## src/core/dss_map.svh

```systemverilog
// constants of the display supply sequencer: offsets, fields, counts
// assumes a 100 MHz system clock and a plain register port
`ifndef DSS_MAP_SVH
`define DSS_MAP_SVH
// ***************************************************************
// clock and oscillator
// ***************************************************************
`define DSS_CLK_HZ         100000000
`define DSS_OSC_SLOW_HZ    500000
`define DSS_OSC_FAST_HZ    1000000
`define DSS_DIV_SLOW       (`DSS_CLK_HZ / `DSS_OSC_SLOW_HZ)
`define DSS_DIV_FAST       (`DSS_CLK_HZ / `DSS_OSC_FAST_HZ)
// ***************************************************************
// soft-start and pump stage counts, in oscillator cycles
// ***************************************************************
`define DSS_SS_PHASE_MS    1
`define DSS_SS_PHASE_SLOW  (`DSS_SS_PHASE_MS * `DSS_OSC_SLOW_HZ / 1000)
`define DSS_SS_PHASE_FAST  (`DSS_SS_PHASE_MS * `DSS_OSC_FAST_HZ / 1000)
`define DSS_SS_FULL_CYC    3072
`define DSS_PUMP_STAGE_CYC 4096
`define DSS_LIM_FIRST      2'h0
`define DSS_LIM_LAST_STEP  2'h2
`define DSS_LIM_FULL       2'h3
// ***************************************************************
// registers
// ***************************************************************
`define DSS_CTRL_ADDR      8'h00
`define DSS_STAT_ADDR      8'h04
`define DSS_CTRL_RST       8'h00
`define DSS_CTRL_NOPUMP    0
`define DSS_CTRL_FAST      1
// ***************************************************************
// synchronised pin inputs
// ***************************************************************
`define DSS_IN_SHUT        0
`define DSS_IN_MAIN_LOW    1
`define DSS_IN_TRIP        2
`define DSS_IN_PWM         3
`define DSS_IN_NEG_OK      4
`define DSS_IN_POS_OK      5
`define DSS_IN_FAULT       6
`define DSS_IN_BOOST_REG   7
`define DSS_IN_NUM         8
`endif

```

## src/core/dss_pkg.sv

```systemverilog
// types of the display supply sequencer
// assumes nothing of its surroundings
package dss_pkg;
  typedef enum logic [2:0] {
    ST_OFF, ST_REF, ST_BOOST, ST_NEG, ST_POS, ST_READY, ST_FAULT
  } dss_state_type;
  typedef logic [1:0] dss_limit_type;
endpackage

```

## src/core/dss_osc_if.sv

```systemverilog
// oscillator tick and pump phase shared inside the sequencer
// assumes one clock for all users
`timescale 1ns/1ps
interface dss_osc_if;
  logic osc_tick;
  logic pump_half;
  logic osc_fast;
  modport src (input osc_fast, output osc_tick, output pump_half);
  modport snk (input osc_fast, input osc_tick, input pump_half);
endinterface

```

## src/core/dss_osc_div.sv

```systemverilog
// internal oscillator: one-cycle tick and pump half-cycle phase
// assumes clk at 100 MHz and a synchronous active-high reset
`timescale 1ns/1ps
`include "dss_map.svh"
module dss_osc_div (
  // clock and reset
  input  wire logic clk,
  input  wire logic sys_rst,
  // oscillator outputs
  dss_osc_if.src    osc
);
  logic [7:0] cnt_q, cnt_d;
  logic       tick_q, tick_d;
  logic       half_q, half_d;
  logic [7:0] last;

  // ***************************************************************
  // divider
  // ***************************************************************
  always_comb begin
    last   = osc.osc_fast ? 8'(`DSS_DIV_FAST - 1) : 8'(`DSS_DIV_SLOW - 1);
    tick_d = (cnt_q >= last);
    cnt_d  = tick_d ? 8'h00 : cnt_q + 8'h01;
    half_d = tick_d ? ~half_q : half_q;
  end

  always_ff @(posedge clk) begin
    if (sys_rst) begin
      cnt_q  <= 8'h00;
      tick_q <= 1'b0;
      half_q <= 1'b0;
    end else begin
      cnt_q  <= cnt_d;
      tick_q <= tick_d;
      half_q <= half_d;
    end
  end

  assign osc.osc_tick  = tick_q;
  assign osc.pump_half = half_q;
endmodule // dss_osc_div

```

## src/core/dss_sequencer.sv

```systemverilog
// display supply sequencer top: boost switch latch, pump phases,
// shutdown, power-up order, fault latch, ready and a small register port
// assumes asynchronous comparator pins and a same-clock register master
`timescale 1ns/1ps
`include "dss_map.svh"
module dss_sequencer (
  // clock and reset
  input  wire logic       clk,
  input  wire logic       sys_rst,
  // comparator and control pins
  input  wire logic       shutdown_low_input,
  input  wire logic       main_low_cmp,
  input  wire logic       current_trip_cmp,
  input  wire logic       pwm_cmp,
  input  wire logic       neg_pump_feedback_ok,
  input  wire logic       pos_pump_feedback_ok,
  input  wire logic       fault_cmp,
  input  wire logic       boost_in_reg,
  // register port
  input  wire logic [7:0] reg_addr,
  input  wire logic [7:0] reg_wdata,
  input  wire logic       reg_wr,
  input  wire logic       reg_rd,
  output logic      [7:0] reg_rdata,
  // supply enables
  output logic            ref_enable,
  output logic            boost_enable,
  output logic            ldo_enable,
  output logic            boost_switch_on,
  output logic      [1:0] current_limit_sel,
  output logic            full_switch_current_limit,
  // charge pumps
  output logic            neg_pump_enable,
  output logic            pos_pump_enable,
  output logic            pos_pump_low_on,
  output logic            pos_pump_high_on,
  output logic            neg_pump_high_on,
  output logic            neg_pump_low_on,
  // ready and buffer
  output logic            ready_low_out,
  output logic            ready_low_oe,
  output logic            backplane_buffer_enable
);
  // ***************************************************************
  // pin synchronisers
  // ***************************************************************
  logic [`DSS_IN_NUM-1:0] pin_in, meta_q, sync_q;
  assign pin_in = {boost_in_reg, fault_cmp, pos_pump_feedback_ok,
                   neg_pump_feedback_ok, pwm_cmp, current_trip_cmp,
                   main_low_cmp, shutdown_low_input};
  for (genvar i = 0; i < `DSS_IN_NUM; i++) begin : g_sync
    always_ff @(posedge clk) begin
      if (sys_rst) begin
        meta_q[i] <= 1'b0;
        sync_q[i] <= 1'b0;
      end else begin
        meta_q[i] <= pin_in[i];
        sync_q[i] <= meta_q[i];
      end
    end
  end

  logic shut_s, main_low_s, trip_s, pwm_s, neg_ok_s, pos_ok_s;
  logic fault_s, breg_s;
  assign shut_s     = sync_q[`DSS_IN_SHUT];
  assign main_low_s = sync_q[`DSS_IN_MAIN_LOW];
  assign trip_s     = sync_q[`DSS_IN_TRIP];
  assign pwm_s      = sync_q[`DSS_IN_PWM];
  assign neg_ok_s   = sync_q[`DSS_IN_NEG_OK];
  assign pos_ok_s   = sync_q[`DSS_IN_POS_OK];
  assign fault_s    = sync_q[`DSS_IN_FAULT];
  assign breg_s     = sync_q[`DSS_IN_BOOST_REG];

  // ***************************************************************
  // oscillator and soft-start
  // ***************************************************************
  logic [7:0] ctrl_q, ctrl_d;
  logic       nopump;
  logic       ss_full;
  logic [1:0] ss_lim;
  logic       boost_en_q, boost_en_d;
  dss_osc_if osc ();
  assign osc.osc_fast = ctrl_q[`DSS_CTRL_FAST];
  assign nopump       = ctrl_q[`DSS_CTRL_NOPUMP];
  dss_osc_div u_osc (
    .clk     (clk),
    .sys_rst (sys_rst),
    .osc     (osc)
  );
  dss_soft_start u_ss (
    .clk       (clk),
    .sys_rst   (sys_rst),
    .osc       (osc),
    .run       (boost_en_q),
    .in_reg    (breg_s),
    .limit_sel (ss_lim),
    .full      (ss_full)
  );
  assign current_limit_sel         = ss_lim;
  assign full_switch_current_limit = ss_full;

  // ***************************************************************
  // sequencer
  // ***************************************************************
  dss_pkg::dss_state_type state_q, state_d;
  logic [11:0] stage_q, stage_d;
  logic        fault_q, fault_d;
  logic        shut_prev_q, pwm_prev_q;
  logic        shut_edge, stage_end;
  logic        ref_en_q, ref_en_d, neg_en_q, neg_en_d, pos_en_q, pos_en_d;
  logic        rdy_oe_q, rdy_oe_d;
  assign shut_edge = shut_s != shut_prev_q;
  assign stage_end = osc.osc_tick &&
                     stage_q == 12'(`DSS_PUMP_STAGE_CYC - 1);
  always_comb begin
    state_d = state_q;
    stage_d = stage_q;
    fault_d = fault_q;
    if (shut_edge) begin
      fault_d = 1'b0;
    end
    if (!shut_s) begin
      state_d = dss_pkg::ST_OFF;
      stage_d = 12'h000;
    end else begin
      case (state_q)
        dss_pkg::ST_OFF: begin
          state_d = dss_pkg::ST_REF;
        end
        dss_pkg::ST_REF: begin
          if (osc.osc_tick) begin
            state_d = dss_pkg::ST_BOOST;
          end
        end
        dss_pkg::ST_BOOST: begin
          if (pwm_s != pwm_prev_q) begin
            state_d = dss_pkg::ST_NEG;
            stage_d = 12'h000;
          end
        end
        dss_pkg::ST_NEG: begin
          if (osc.osc_tick) begin
            stage_d = stage_q + 12'h001;
          end
          if (nopump ? stage_end : neg_ok_s) begin
            state_d = dss_pkg::ST_POS;
            stage_d = 12'h000;
          end
        end
        dss_pkg::ST_POS: begin
          if (osc.osc_tick) begin
            stage_d = stage_q + 12'h001;
          end
          if (nopump ? stage_end : pos_ok_s) begin
            state_d = dss_pkg::ST_READY;
          end
        end
        dss_pkg::ST_READY: begin
          if (fault_s) begin
            state_d = dss_pkg::ST_FAULT;
            fault_d = 1'b1;
          end
        end
        dss_pkg::ST_FAULT: begin
          if (shut_edge) begin
            state_d = dss_pkg::ST_REF;
          end
        end
        default: begin
          state_d = dss_pkg::ST_OFF;
        end
      endcase
    end
    // enables follow the state and, for the pumps, the no-pump bit, never the regulator
    ref_en_d   = state_d != dss_pkg::ST_OFF;
    boost_en_d = state_d inside {dss_pkg::ST_BOOST, dss_pkg::ST_NEG,
                                 dss_pkg::ST_POS, dss_pkg::ST_READY};
    neg_en_d   = !nopump && state_d inside {dss_pkg::ST_NEG,
                                 dss_pkg::ST_POS, dss_pkg::ST_READY};
    pos_en_d   = !nopump && state_d inside {dss_pkg::ST_POS,
                                 dss_pkg::ST_READY};
    rdy_oe_d   = state_d == dss_pkg::ST_READY;
  end

  always_ff @(posedge clk) begin
    if (sys_rst) begin
      state_q     <= dss_pkg::ST_OFF;
      stage_q     <= 12'h000;
      fault_q     <= 1'b0;
      shut_prev_q <= 1'b0;
      pwm_prev_q  <= 1'b0;
      ref_en_q    <= 1'b0;
      boost_en_q  <= 1'b0;
      neg_en_q    <= 1'b0;
      pos_en_q    <= 1'b0;
      rdy_oe_q    <= 1'b0;
    end else begin
      state_q     <= state_d;
      stage_q     <= stage_d;
      fault_q     <= fault_d;
      shut_prev_q <= shut_s;
      pwm_prev_q  <= pwm_s;
      ref_en_q    <= ref_en_d;
      boost_en_q  <= boost_en_d;
      neg_en_q    <= neg_en_d;
      pos_en_q    <= pos_en_d;
      rdy_oe_q    <= rdy_oe_d;
    end
  end

  // ***************************************************************
  // boost switch latch and pump drivers
  // ***************************************************************
  logic sw_q, sw_d, sw_set;
  logic [3:0] drv_q, drv_d;
  always_comb begin
    sw_set = osc.osc_tick && main_low_s && boost_en_q;
    sw_d   = sw_q;
    if (trip_s || !boost_en_d) begin
      sw_d = 1'b0;
    end else if (sw_set) begin
      sw_d = 1'b1;
    end
    drv_d[0] = pos_en_d && !osc.pump_half;
    drv_d[1] = pos_en_d && osc.pump_half;
    drv_d[2] = neg_en_d && !osc.pump_half;
    drv_d[3] = neg_en_d && osc.pump_half;
  end

  always_ff @(posedge clk) begin
    if (sys_rst) begin
      sw_q  <= 1'b0;
      drv_q <= 4'h0;
    end else begin
      sw_q  <= sw_d;
      drv_q <= drv_d;
    end
  end

  // ***************************************************************
  // register port
  // ***************************************************************
  logic [7:0] rdata_q, rdata_d;
  always_comb begin
    ctrl_d  = ctrl_q;
    rdata_d = 8'h00;
    if (reg_wr && reg_addr == `DSS_CTRL_ADDR) begin
      ctrl_d = reg_wdata & 8'h03;
    end
    if (reg_rd) begin
      case (reg_addr)
        `DSS_CTRL_ADDR: rdata_d = ctrl_q;
        `DSS_STAT_ADDR: rdata_d = {1'b0, rdy_oe_q, fault_q, ss_lim,
                                   3'(state_q)};
        default:        rdata_d = 8'h00;
      endcase
    end
  end

  always_ff @(posedge clk) begin
    if (sys_rst) begin
      ctrl_q  <= `DSS_CTRL_RST;
      rdata_q <= 8'h00;
    end else begin
      ctrl_q  <= ctrl_d;
      rdata_q <= rdata_d;
    end
  end

  assign reg_rdata               = rdata_q;
  assign ref_enable              = ref_en_q;
  assign boost_enable            = boost_en_q;
  assign ldo_enable              = boost_en_q;
  assign boost_switch_on         = sw_q;
  assign neg_pump_enable         = neg_en_q;
  assign pos_pump_enable         = pos_en_q;
  assign pos_pump_low_on         = drv_q[0];
  assign pos_pump_high_on        = drv_q[1];
  assign neg_pump_high_on        = drv_q[2];
  assign neg_pump_low_on         = drv_q[3];
  assign ready_low_out           = 1'b0;
  assign ready_low_oe            = rdy_oe_q;
  assign backplane_buffer_enable = rdy_oe_q;
endmodule // dss_sequencer

```

## src/core/dss_soft_start.sv

```systemverilog
// boost soft-start: four current-limit phases stepped by oscillator
// assumes run falls whenever shutdown or the fault latch stops the boost
`timescale 1ns/1ps
`include "dss_map.svh"
module dss_soft_start (
  // clock and reset
  input  wire logic              clk,
  input  wire logic              sys_rst,
  // oscillator
  dss_osc_if.snk                 osc,
  // control
  input  wire logic              run,
  input  wire logic              in_reg,
  // limit selection
  output dss_pkg::dss_limit_type limit_sel,
  output logic                   full
);
  logic [10:0]           ph_cnt_q, ph_cnt_d;
  logic [11:0]           tot_q, tot_d;
  dss_pkg::dss_limit_type phase_q, phase_d, lim_q, lim_d;
  logic                  full_q, full_d;
  logic [10:0]           plen;

  // ***************************************************************
  // phase stepper
  // ***************************************************************
  always_comb begin
    plen     = osc.osc_fast ? 11'(`DSS_SS_PHASE_FAST - 1)
                            : 11'(`DSS_SS_PHASE_SLOW - 1);
    ph_cnt_d = ph_cnt_q;
    tot_d    = tot_q;
    phase_d  = phase_q;
    full_d   = full_q;
    if (!run) begin
      ph_cnt_d = 11'h000;
      tot_d    = 12'h000;
      phase_d  = `DSS_LIM_FIRST;
      full_d   = 1'b0;
    end else begin
      if (in_reg) begin
        full_d = 1'b1;
      end
      if (osc.osc_tick && !full_q) begin
        tot_d = tot_q + 12'h001;
        if (tot_q == 12'(`DSS_SS_FULL_CYC - 1)) begin
          full_d = 1'b1;
        end
        if (ph_cnt_q >= plen) begin
          ph_cnt_d = 11'h000;
          if (phase_q != `DSS_LIM_LAST_STEP && !in_reg) begin
            phase_d = phase_q + 2'h1;
          end
        end else begin
          ph_cnt_d = ph_cnt_q + 11'h001;
        end
      end
    end
    lim_d = full_d ? `DSS_LIM_FULL : phase_d;
  end

  always_ff @(posedge clk) begin
    if (sys_rst) begin
      ph_cnt_q <= 11'h000;
      tot_q    <= 12'h000;
      phase_q  <= `DSS_LIM_FIRST;
      full_q   <= 1'b0;
      lim_q    <= `DSS_LIM_FIRST;
    end else begin
      ph_cnt_q <= ph_cnt_d;
      tot_q    <= tot_d;
      phase_q  <= phase_d;
      full_q   <= full_d;
      lim_q    <= lim_d;
    end
  end

  assign limit_sel = lim_q;
  assign full      = full_q;
endmodule // dss_soft_start

```

## config.mk

```make
export PLATFORM = sky130hd
export DESIGN_NAME = dss_sequencer
export DESIGN_NICKNAME = d
export VERILOG_FILES = /design/src/core/dss_pkg.sv /design/src/core/dss_osc_if.sv /design/src/core/dss_osc_div.sv /design/src/core/dss_sequencer.sv /design/src/core/dss_soft_start.sv
export VERILOG_INCLUDE_DIRS = /design/src /design/src/core
export SDC_FILE = /design/constraint.sdc
export NUM_CORES = 1
export LEC_CHECK = 0
export BUFFER_PORTS_ARGS = -buffer_cell sky130_fd_sc_hd__buf_2
export CAP_MARGIN = 5
export CORE_ASPECT_RATIO = 1.5
export CORE_MARGIN = 2
export CORE_UTILIZATION = 50
export DETAILED_ROUTE_END_ITERATION = 8
export PLACE_DENSITY = 0.71
export SYNTH_ARGS = -nofsm -noshare
export SYNTH_HDL_FRONTEND = slang
export SYNTH_SLANG_ARGS = --single-unit
```

## constraint.sdc

```tcl
create_clock -name clk -period 2.5 [get_ports clk]
set_input_delay 0.5 -clock clk [delete_from_list [all_inputs] [get_ports clk]]
set_output_delay 0.5 -clock clk [all_outputs]
set_load 0.03 [all_outputs]
```

==> flow_summary.rst, run 1 <==
.. list-table::
   :header-rows: 1

   * - Metric
     - Value
   * - Final worst clock skew
     - 0.00730 ns
   * - Worst-path cell chain
     - buf_4 -> ha_1 -> nand2_1 -> a21oi_1 -> o311ai_0 -> a21oi_1 -> nor3_1
   * - Vias in the first global route
     - 2,863
   * - Internal power consumption
     - 0.00225 W
   * - Relative contribution of combinational cells to total power
     - 2.4%
   * - Root Buffer Master
     - clkbuf_16
   * - Flip-flop and latch count after synthesis
     - 91
   * - Proportion of synthesized flip-flops having asynchronous set or reset
     - 0%
   * - Slowest Stage Delay on Critical Path
     - 0.71 ns
   * - CTS Hold Buffers Added
     - 0
   * - Post-synthesis instance area
     - 3860 µm²
   * - Summed area of non-filler cells in the final layout
     - 4440 µm²
   * - Total placed instance area
     - 4150 µm²
   * - Category of the worst setup path capture point
     - register
   * - Max VDD drop
     - ~520 µV
   * - Floorplan die height
     - around 110 µm
   * - Worst path buffer plus inverter count
     - 1
   * - Initial cell density of the core
     - 51.0%
   * - Half-perimeter wire length of the detailed placement result
     - 5230 µm
   * - Max stage delay cell, worst path
     - a21oi_1
   * - Count of cell types in the netlist
     - slightly below 60
   * - Setup Crit Path Kind
     - register to register
   * - Width of the die
     - 75.7 µm
   * - Maximum frequency from static timing analysis
     - 0.465 GHz
   * - Final estimated routing congestion in global placement
     - 0.872
   * - Fraction of layout instances using a drive strength above 1
     - 17.9%
   * - DR DRC count
     - 0
   * - Combined global-route utilization of all metal layers
     - 19.8%
   * - Setup repair after global routing missed its margin
     - no
   * - Static power due to leakage
     - around 1.8 nW
   * - Number of buffers on the longest clock path
     - 2
   * - Sequential share of the synthesized area
     - 47.2%
   * - Count of synthesis-stage warnings from yosys
     - 0
   * - Worst slew margin relative to its limit
     - 44.1%
   * - Worst reg2reg path startpoint
     - ctrl_q[1]
   * - CP top delay family
     - compound AO/OA/AOI/OAI gates
   * - Startpoint of the worst setup timing path
     - ctrl_q[1]
   * - Die Outline Area
     - 8450 µm²
   * - Final Hold Viols
     - 0
   * - Critical path arrival
     - 2.34 ns
   * - Post-CTS Resized
     - 0
   * - H-tree depth
     - 3
   * - Result of the run
     - finished clean
   * - Clock buffer count from CTS
     - 9
   * - Sequential Power Share
     - 52.1%
   * - Required arrival time at the worst endpoint
     - 2.69 ns
   * - DR pass1 iterations
     - 4
   * - Number of nets in the layout
     - 486
   * - Share of the core filled with cells in the final layout
     - 58.7%
   * - Area Overhead vs Synth
     - 15.1%
   * - Core Area
     - roughly 7600 µm²
   * - I/O pins
     - 52
   * - Share of power burned in the clock network
     - 45.5%
   * - Minimum period implied by the final worst setup slack
     - 2.15 ns
   * - Clock net sink count
     - a little over 90
   * - Worst skew pair latency
     - 0.34 ns
   * - Power Density
     - 639 nW/µm²
   * - Hold Path Class
     - input pin to register
   * - Gate count after technology mapping
     - about 400
   * - Worst-case register-to-register setup slack
     - 0.35 ns
   * - Net switching component of the power
     - 0.000585 W
   * - Count of port buffers added during placement
     - 43
   * - Clock tree from TritonCTS
     - done
   * - Worst Max-Slew Pin Slew
     - 0.839 ns
   * - Number of buffers inserted by post-CTS setup repair
     - 0
   * - Antenna Diode Count
     - 0
   * - Number of max-capacitance violations reported
     - 0
   * - Minimum hold slack
     - 0.366 ns
   * - Number of enable-type register cells in the synthesized netlist
     - 0
   * - Mean instance size in the synthesized netlist
     - 9.55 µm²
   * - Switching Fraction
     - between 20% and 30%
   * - Number of vias after detailed routing
     - between 2,000 and 3,000
   * - CP dominant cell by count
     - a21oi_1
   * - Largest net degree at the start of global routing
     - 21
   * - Final max-slew violation count
     - 0
   * - Most frequent cells in the layout
     - 91 x dfxtp_1, 48 x nor2_1, 43 x buf_2
   * - Startpoint kind of the worst setup timing path
     - register
   * - Post-detailed-routing wire length
     - 7390 µm
   * - Accumulated negative setup slack
     - 0 ns
   * - Max Fanout on Critical Path
     - 11
   * - Std-Cell Rows
     - 39
   * - Number of DRC markers after the initial detailed-route iteration
     - 173
   * - Final period util
     - 86.1%
   * - Primary flip-flop cell chosen by synthesis mapping
     - dfxtp_1
   * - Register clock-pin slew on the reported worst setup and hold paths
     - 0.06 ns
   * - First-pass GRT wire length
     - 13,000 µm
   * - Post-detailed-route count of antenna-violating nets
     - 0
   * - Final number of setup-violating endpoints
     - 0
   * - Final global-route overflow total
     - 0
   * - Most common cell after layout, fill and taps aside
     - dfxtp_1
   * - WL/cell
     - 13.3 µm
   * - Drt via density
     - 5.32
   * - Hold Crit Start
     - shutdown_low_input
   * - Antenna violations before repair
     - 0
[Yosys cell counts (all sizes together), types with 2 or more instances]
library cell  count  area, µm²
and3             13       85.1
nand3            17       85.1
mux2i             7       70.1
nor3             23        120
o31ai             2       20.0
xor2             25        219
dfxtp            91       1820
nand4             7       43.8
or3               6       37.5
and4              6       57.6
or2               2       12.5
buf              10       68.8
nor4              4       31.3
nand2            16       60.1
nor2             48        180
inv              10       37.5
and2              2       13.8
clkbuf            8       30.0
o21ai             9       45.0
o211ai            7       52.6
nand4b            2       17.5
a221oi            2       23.8
nor2b            24        150
a21oi            12       60.1
nand2b            6       37.5
o2111ai           2       17.5
ha               11        138
a211oi            3       35.0
xnor2            11       96.3
[state kept, by name (all words and copies together) (netlist names), 2 cells and up]
signal and cells:
ctrl_q 2, drv_q 4, meta_q 8, reg_rdata 7, stage_q 12, state_q 3, u_osc.cnt_q 8, u_ss.limit_sel 2
u_ss.ph_cnt_q 11, u_ss.phase_q 2, u_ss.tot_q 12
[per-layer routing]
layer / global-route usage [%] / up-vias / wire (µm)
met4: 9.94 / 0 / 169
li1: - / 1494 / -
met1: 24.4 / 1376 / 3290
met2: 31.2 / 62 / 3630
met5: 0 / - / 0
met3: 5.16 / 13 / 299
[final timing paths]
kind	cells after the start	endpoint
setup reg to reg	7	u_ss.ph_cnt_q[10]
setup / recovery	7	u_ss.ph_cnt_q[10]
hold reg to reg	1	boost_switch_on
hold / removal	2	meta_q[0]
[power groups by stage]
| stage | Clock (W) | Combinational [W] | Sequential (W) |
|---|---|---|---|
| global route | 0.00139 | 0.0000771 | 0.00148 |
| floorplan | 0 | 0.0000462 | 0.00151 |
| detailed placement | 0 | 0.0000686 | 0.00151 |
| CTS | 0.00131 | 0.0000689 | 0.00148 |
| finish | 0.00129 | 0.0000681 | 0.00148 |
| global placement | 0 | 0.0000668 | 0.00151 |
[stage by stage]
stage	power [W]	setup WS (ns)	cells
global placement	0.00158	0.391	538
global route	0.00295	0.126	554
finish	0.00284	0.348	554
detailed placement	0.00158	0.331	538
CTS	0.00286	0.323	554
floorplan	0.00155	0.588	405
[layout make-up]
class / instances / area (µm²)
flip-flops and latches: 91 / 1820
inverters: 10 / 37.5
clock inverters: 4 / 23.8
repair buffers: 49 / 260
well taps: 102 / 128
fillers: 681 / 3120
multi-input cells: 286 / 1900
clock buffers: 12 / 267
[cells by family after synthesis]
kind of cell,Yosys count,synth area share (%)
buffers and inverters,28,3.54
and+or+nand+nor,180,25.0
other,1,0.0972
AOI/OAI and AO/OA,50,10.5
DFF,91,47.2
muxes,7,1.82
adders and majority gates,11,3.57
xor gates and xnor gates,36,8.18
Power figures use the tool's default switching activity.
==> inputs of run 2 (changes only) <==
--- a/config.mk
+++ b/config.mk
@@ -6,12 +6,13 @@
 export SDC_FILE = /design/constraint.sdc
 export NUM_CORES = 1
 export LEC_CHECK = 0
+export ABC_CLOCK_PERIOD_IN_PS = 2500
 export BUFFER_PORTS_ARGS = -buffer_cell sky130_fd_sc_hd__buf_2
 export CAP_MARGIN = 5
-export CORE_ASPECT_RATIO = 1.5
 export CORE_MARGIN = 2
 export CORE_UTILIZATION = 50
 export DETAILED_ROUTE_END_ITERATION = 8
+export GPL_TIMING_DRIVEN = 0
 export PLACE_DENSITY = 0.71
 export SYNTH_ARGS = -nofsm -noshare
 export SYNTH_HDL_FRONTEND = slang
==> flow_summary.rst, run 2 (same netlist as run 1, synthesis figures left out) <==
.. list-table::
   :header-rows: 1

   * - Metric
     - Value
   * - Required arrival time at the worst endpoint
     - 2.79 ns (+0.10 ns)
   * - Fraction of layout instances using a drive strength above 1
     - 18.1% (+0.22 points)
   * - Clock tree from TritonCTS
     - done
   * - Post-CTS Resized
     - 0 (unchanged)
   * - Number of buffers inserted by post-CTS setup repair
     - 0 (unchanged)
   * - Result of the run
     - finished clean
   * - Final max-slew violation count
     - 0 (unchanged)
   * - Std-Cell Rows
     - 32 (-18%)
   * - Root Buffer Master
     - clkbuf_8
   * - Number of nets in the layout
     - 497 (+2.3%)
   * - Static power due to leakage
     - 1.73 nW (-1.1%)
   * - Net switching component of the power
     - 0.000631 W (+7.9%)
   * - Internal power consumption
     - 0.00189 W (-16%)
   * - Share of power burned in the clock network
     - 38.5% (-7.0 points)
   * - Category of the worst setup path capture point
     - register
   * - Count of port buffers added during placement
     - 42 (-2.3%)
   * - DR DRC count
     - 0 (unchanged)
   * - Worst reg2reg path startpoint
     - ctrl_q[1]
   * - Slack of the critical path
     - 0.366 ns (+0.0176 ns)
   * - Setup repair after global routing missed its margin
     - no
   * - Relative contribution of combinational cells to total power
     - 2.9% (+0.5 points)
   * - Sequential Power Share
     - 58.6% (+6.5 points)
   * - Critical path arrival
     - 2.43 ns (+0.09 ns)
   * - Post-detailed-route count of antenna-violating nets
     - 0 (unchanged)
   * - First-pass GRT wire length
     - 12,700 µm (-2.7%)
   * - Hold Crit Start
     - neg_pump_feedback_ok
   * - Number of vias after detailed routing
     - 3,000 (+1.9%)
   * - Most frequent cells in the layout
     - 91 x dfxtp_1, 48 x nor2_1, 46 x buf_2
   * - Worst skew pair latency
     - 0.37 ns (+0.03 ns)
   * - Minimum period implied by the final worst setup slack
     - 2.13 ns (-0.0176 ns)
   * - I/O pins
     - 52 (unchanged)
   * - Minimum hold slack
     - 0.329 ns (-0.0367 ns)
   * - H-tree depth
     - 3 (unchanged)
   * - WL/cell
     - 13.1 µm (-1.9%)
   * - Share of the core filled with cells in the final layout
     - 57.6% (-1.1 points)
   * - Switching Fraction
     - 25.1% (+4.4 points)
   * - CTS Hold Buffers Added
     - 0 (unchanged)
   * - Setup Crit Path Kind
     - register to register
   * - Accumulated negative setup slack
     - 0 ns (unchanged)
   * - Width of the die
     - 91.8 µm (+21%)
   * - Final number of setup-violating endpoints
     - 0 (unchanged)
   * - Final global-route overflow total
     - 0 (unchanged)
   * - Number of buffers on the longest clock path
     - 2 (unchanged)
   * - Antenna violations before repair
     - 0 (unchanged)
   * - Largest net degree at the start of global routing
     - 19 (-9.5%)
   * - Registers with the most flip-flops
     - stage_q x12, u_ss.tot_q x12, u_ss.ph_cnt_q x11
   * - Most common cell after layout, fill and taps aside
     - dfxtp_1
   * - DR pass1 iterations
     - 4 (unchanged)
   * - Max VDD drop
     - 327 µV (-37%)
   * - Worst slew margin relative to its limit
     - 54.8% (+11 points)
   * - Vias in the first global route
     - 2,746 (-4.1%)
   * - Clock buffer count from CTS
     - 9 (unchanged)
   * - Final estimated routing congestion in global placement
     - 0.912 (+4.6%)
   * - Floorplan die height
     - 91.8 µm (-18%)
   * - Number of max-capacitance violations reported
     - 0 (unchanged)
   * - Combined global-route utilization of all metal layers
     - 18.7% (-1.1 points)
   * - Post-detailed-routing wire length
     - 7400 µm (about the same)
   * - Power Density
     - 575 nW/µm² (-10%)
   * - Drt via density
     - 5.31 (-0.12%)
   * - Die Outline Area
     - 8430 µm² (-0.17%)
   * - Initial cell density of the core
     - 50.7% (-0.29 points)
   * - Antenna Diode Count
     - 0 (unchanged)
   * - Number of DRC markers after the initial detailed-route iteration
     - 180 (+4.0%)
   * - Final worst clock skew
     - 0.0116 ns (+0.00434 ns)
   * - Clock net sink count
     - 91 (unchanged)
   * - Layout fillers
     - 703 (+3.2%)
   * - Maximum frequency from static timing analysis
     - 0.469 GHz (+0.82%)
   * - Total area of multi-input combinational cells
     - 1900 µm² (unchanged)
   * - Final period util
     - 85.4% (-0.70 points)
   * - Startpoint kind of the worst setup timing path
     - register
   * - Sequential cell area
     - 1820 µm² (unchanged)
   * - Startpoint of the worst setup timing path
     - ctrl_q[1]
   * - Area Overhead vs Synth
     - 13.7%
   * - Hold Path Class
     - input pin to register
   * - Register clock-pin slew on the reported worst setup and hold paths
     - 0.10 ns (+0.04 ns)
   * - Pre-CTS setup slack
     - 0.366 ns (+0.0346 ns)
   * - Worst Max-Slew Pin Slew
     - 0.673 ns (-0.166 ns)
   * - Core Area
     - 7610 µm² (+0.58%)
   * - Half-perimeter wire length of the detailed placement result
     - 5390 µm (+3.1%)
   * - Max Fanout on Critical Path
     - 10 (-1)
   * - Final Hold Viols
     - 0 (unchanged)
[run 2: cell count changes in the layout (fill, tap and decap cells not counted)]
| cell | before | now |
|---|---|---|
| buf_2 | 43 | 46 |
| inv_6 | 0 | 4 |
| clkinv_4 | 1 | 0 |
| clkbuf_16 | 9 | 0 |
| inv_8 | 0 | 2 |
| clkinv_2 | 3 | 1 |
| buf_6 | 0 | 1 |
| clkbuf_8 | 3 | 9 |
| clkbuf_1 | 0 | 8 |
| buf_4 | 6 | 5 |
[run 2: stage by stage]
stage | cells | power [W] | cell area (µm²)
after floorplan | 405 | 0.00155 | 3860
after global placement | 549 | 0.00158 | 4200
after detailed placement | 549 | 0.00158 | 4200
after CTS | 565 | 0.00254 | 4380
after global routing | 565 | 0.00260 | 4380
final | 565 | 0.00252 | 4380
[run 2: path summary, 6_finish.rpt]
| kind | cells past startpoint | slack [ns] | endpoint |
|---|---|---|---|
| setup reg to reg | 8 | 0.37 | u_ss.ph_cnt_q[8] |
| hold / removal | 2 | 0.33 | meta_q[4] |
| hold reg to reg | 1 | 0.40 | boost_switch_on |
| setup / recovery | 8 | 0.37 | u_ss.ph_cnt_q[8] |
[run 2: critical path: stages, from the launching register on]
cell and delay [ns]:
dfxtp_1 0.48, inv_1 0.14, ha_1 0.30, nand2_1 0.07, a21oi_1 0.05, o311ai_0 0.41, a21oi_1 0.15, clkbuf_1 0.25
nor3_1 0.21
[run 2: cell type report]
type,count,share of cell area (%)
Buffer,18,2.25
Clock buffer,9,2.83
Clock inverter,7,1.43
Inverter,10,0.856
Multi-Input combinational cell,286,43.4
Sequential cell,91,41.6
Tap cell,102,2.91
Timing Repair Buffer,42,4.79
[run 2: power by group through the flow]
stage               Sequential, W  Combinational (W)  Clock (W)
floorplan                 0.00151          0.0000462          0
global placement          0.00151          0.0000719          0
detailed placement        0.00151          0.0000738          0
CTS                       0.00148          0.0000739   0.000986
global route              0.00148          0.0000814    0.00104
finish                    0.00148          0.0000729   0.000970
[run 2: metal layers]
metal	wire length, µm	GRT usage [%]
met1	3670	25.8
met2	3260	28.1
met3	334	3.37
met4	125	9.33
met5	0	0
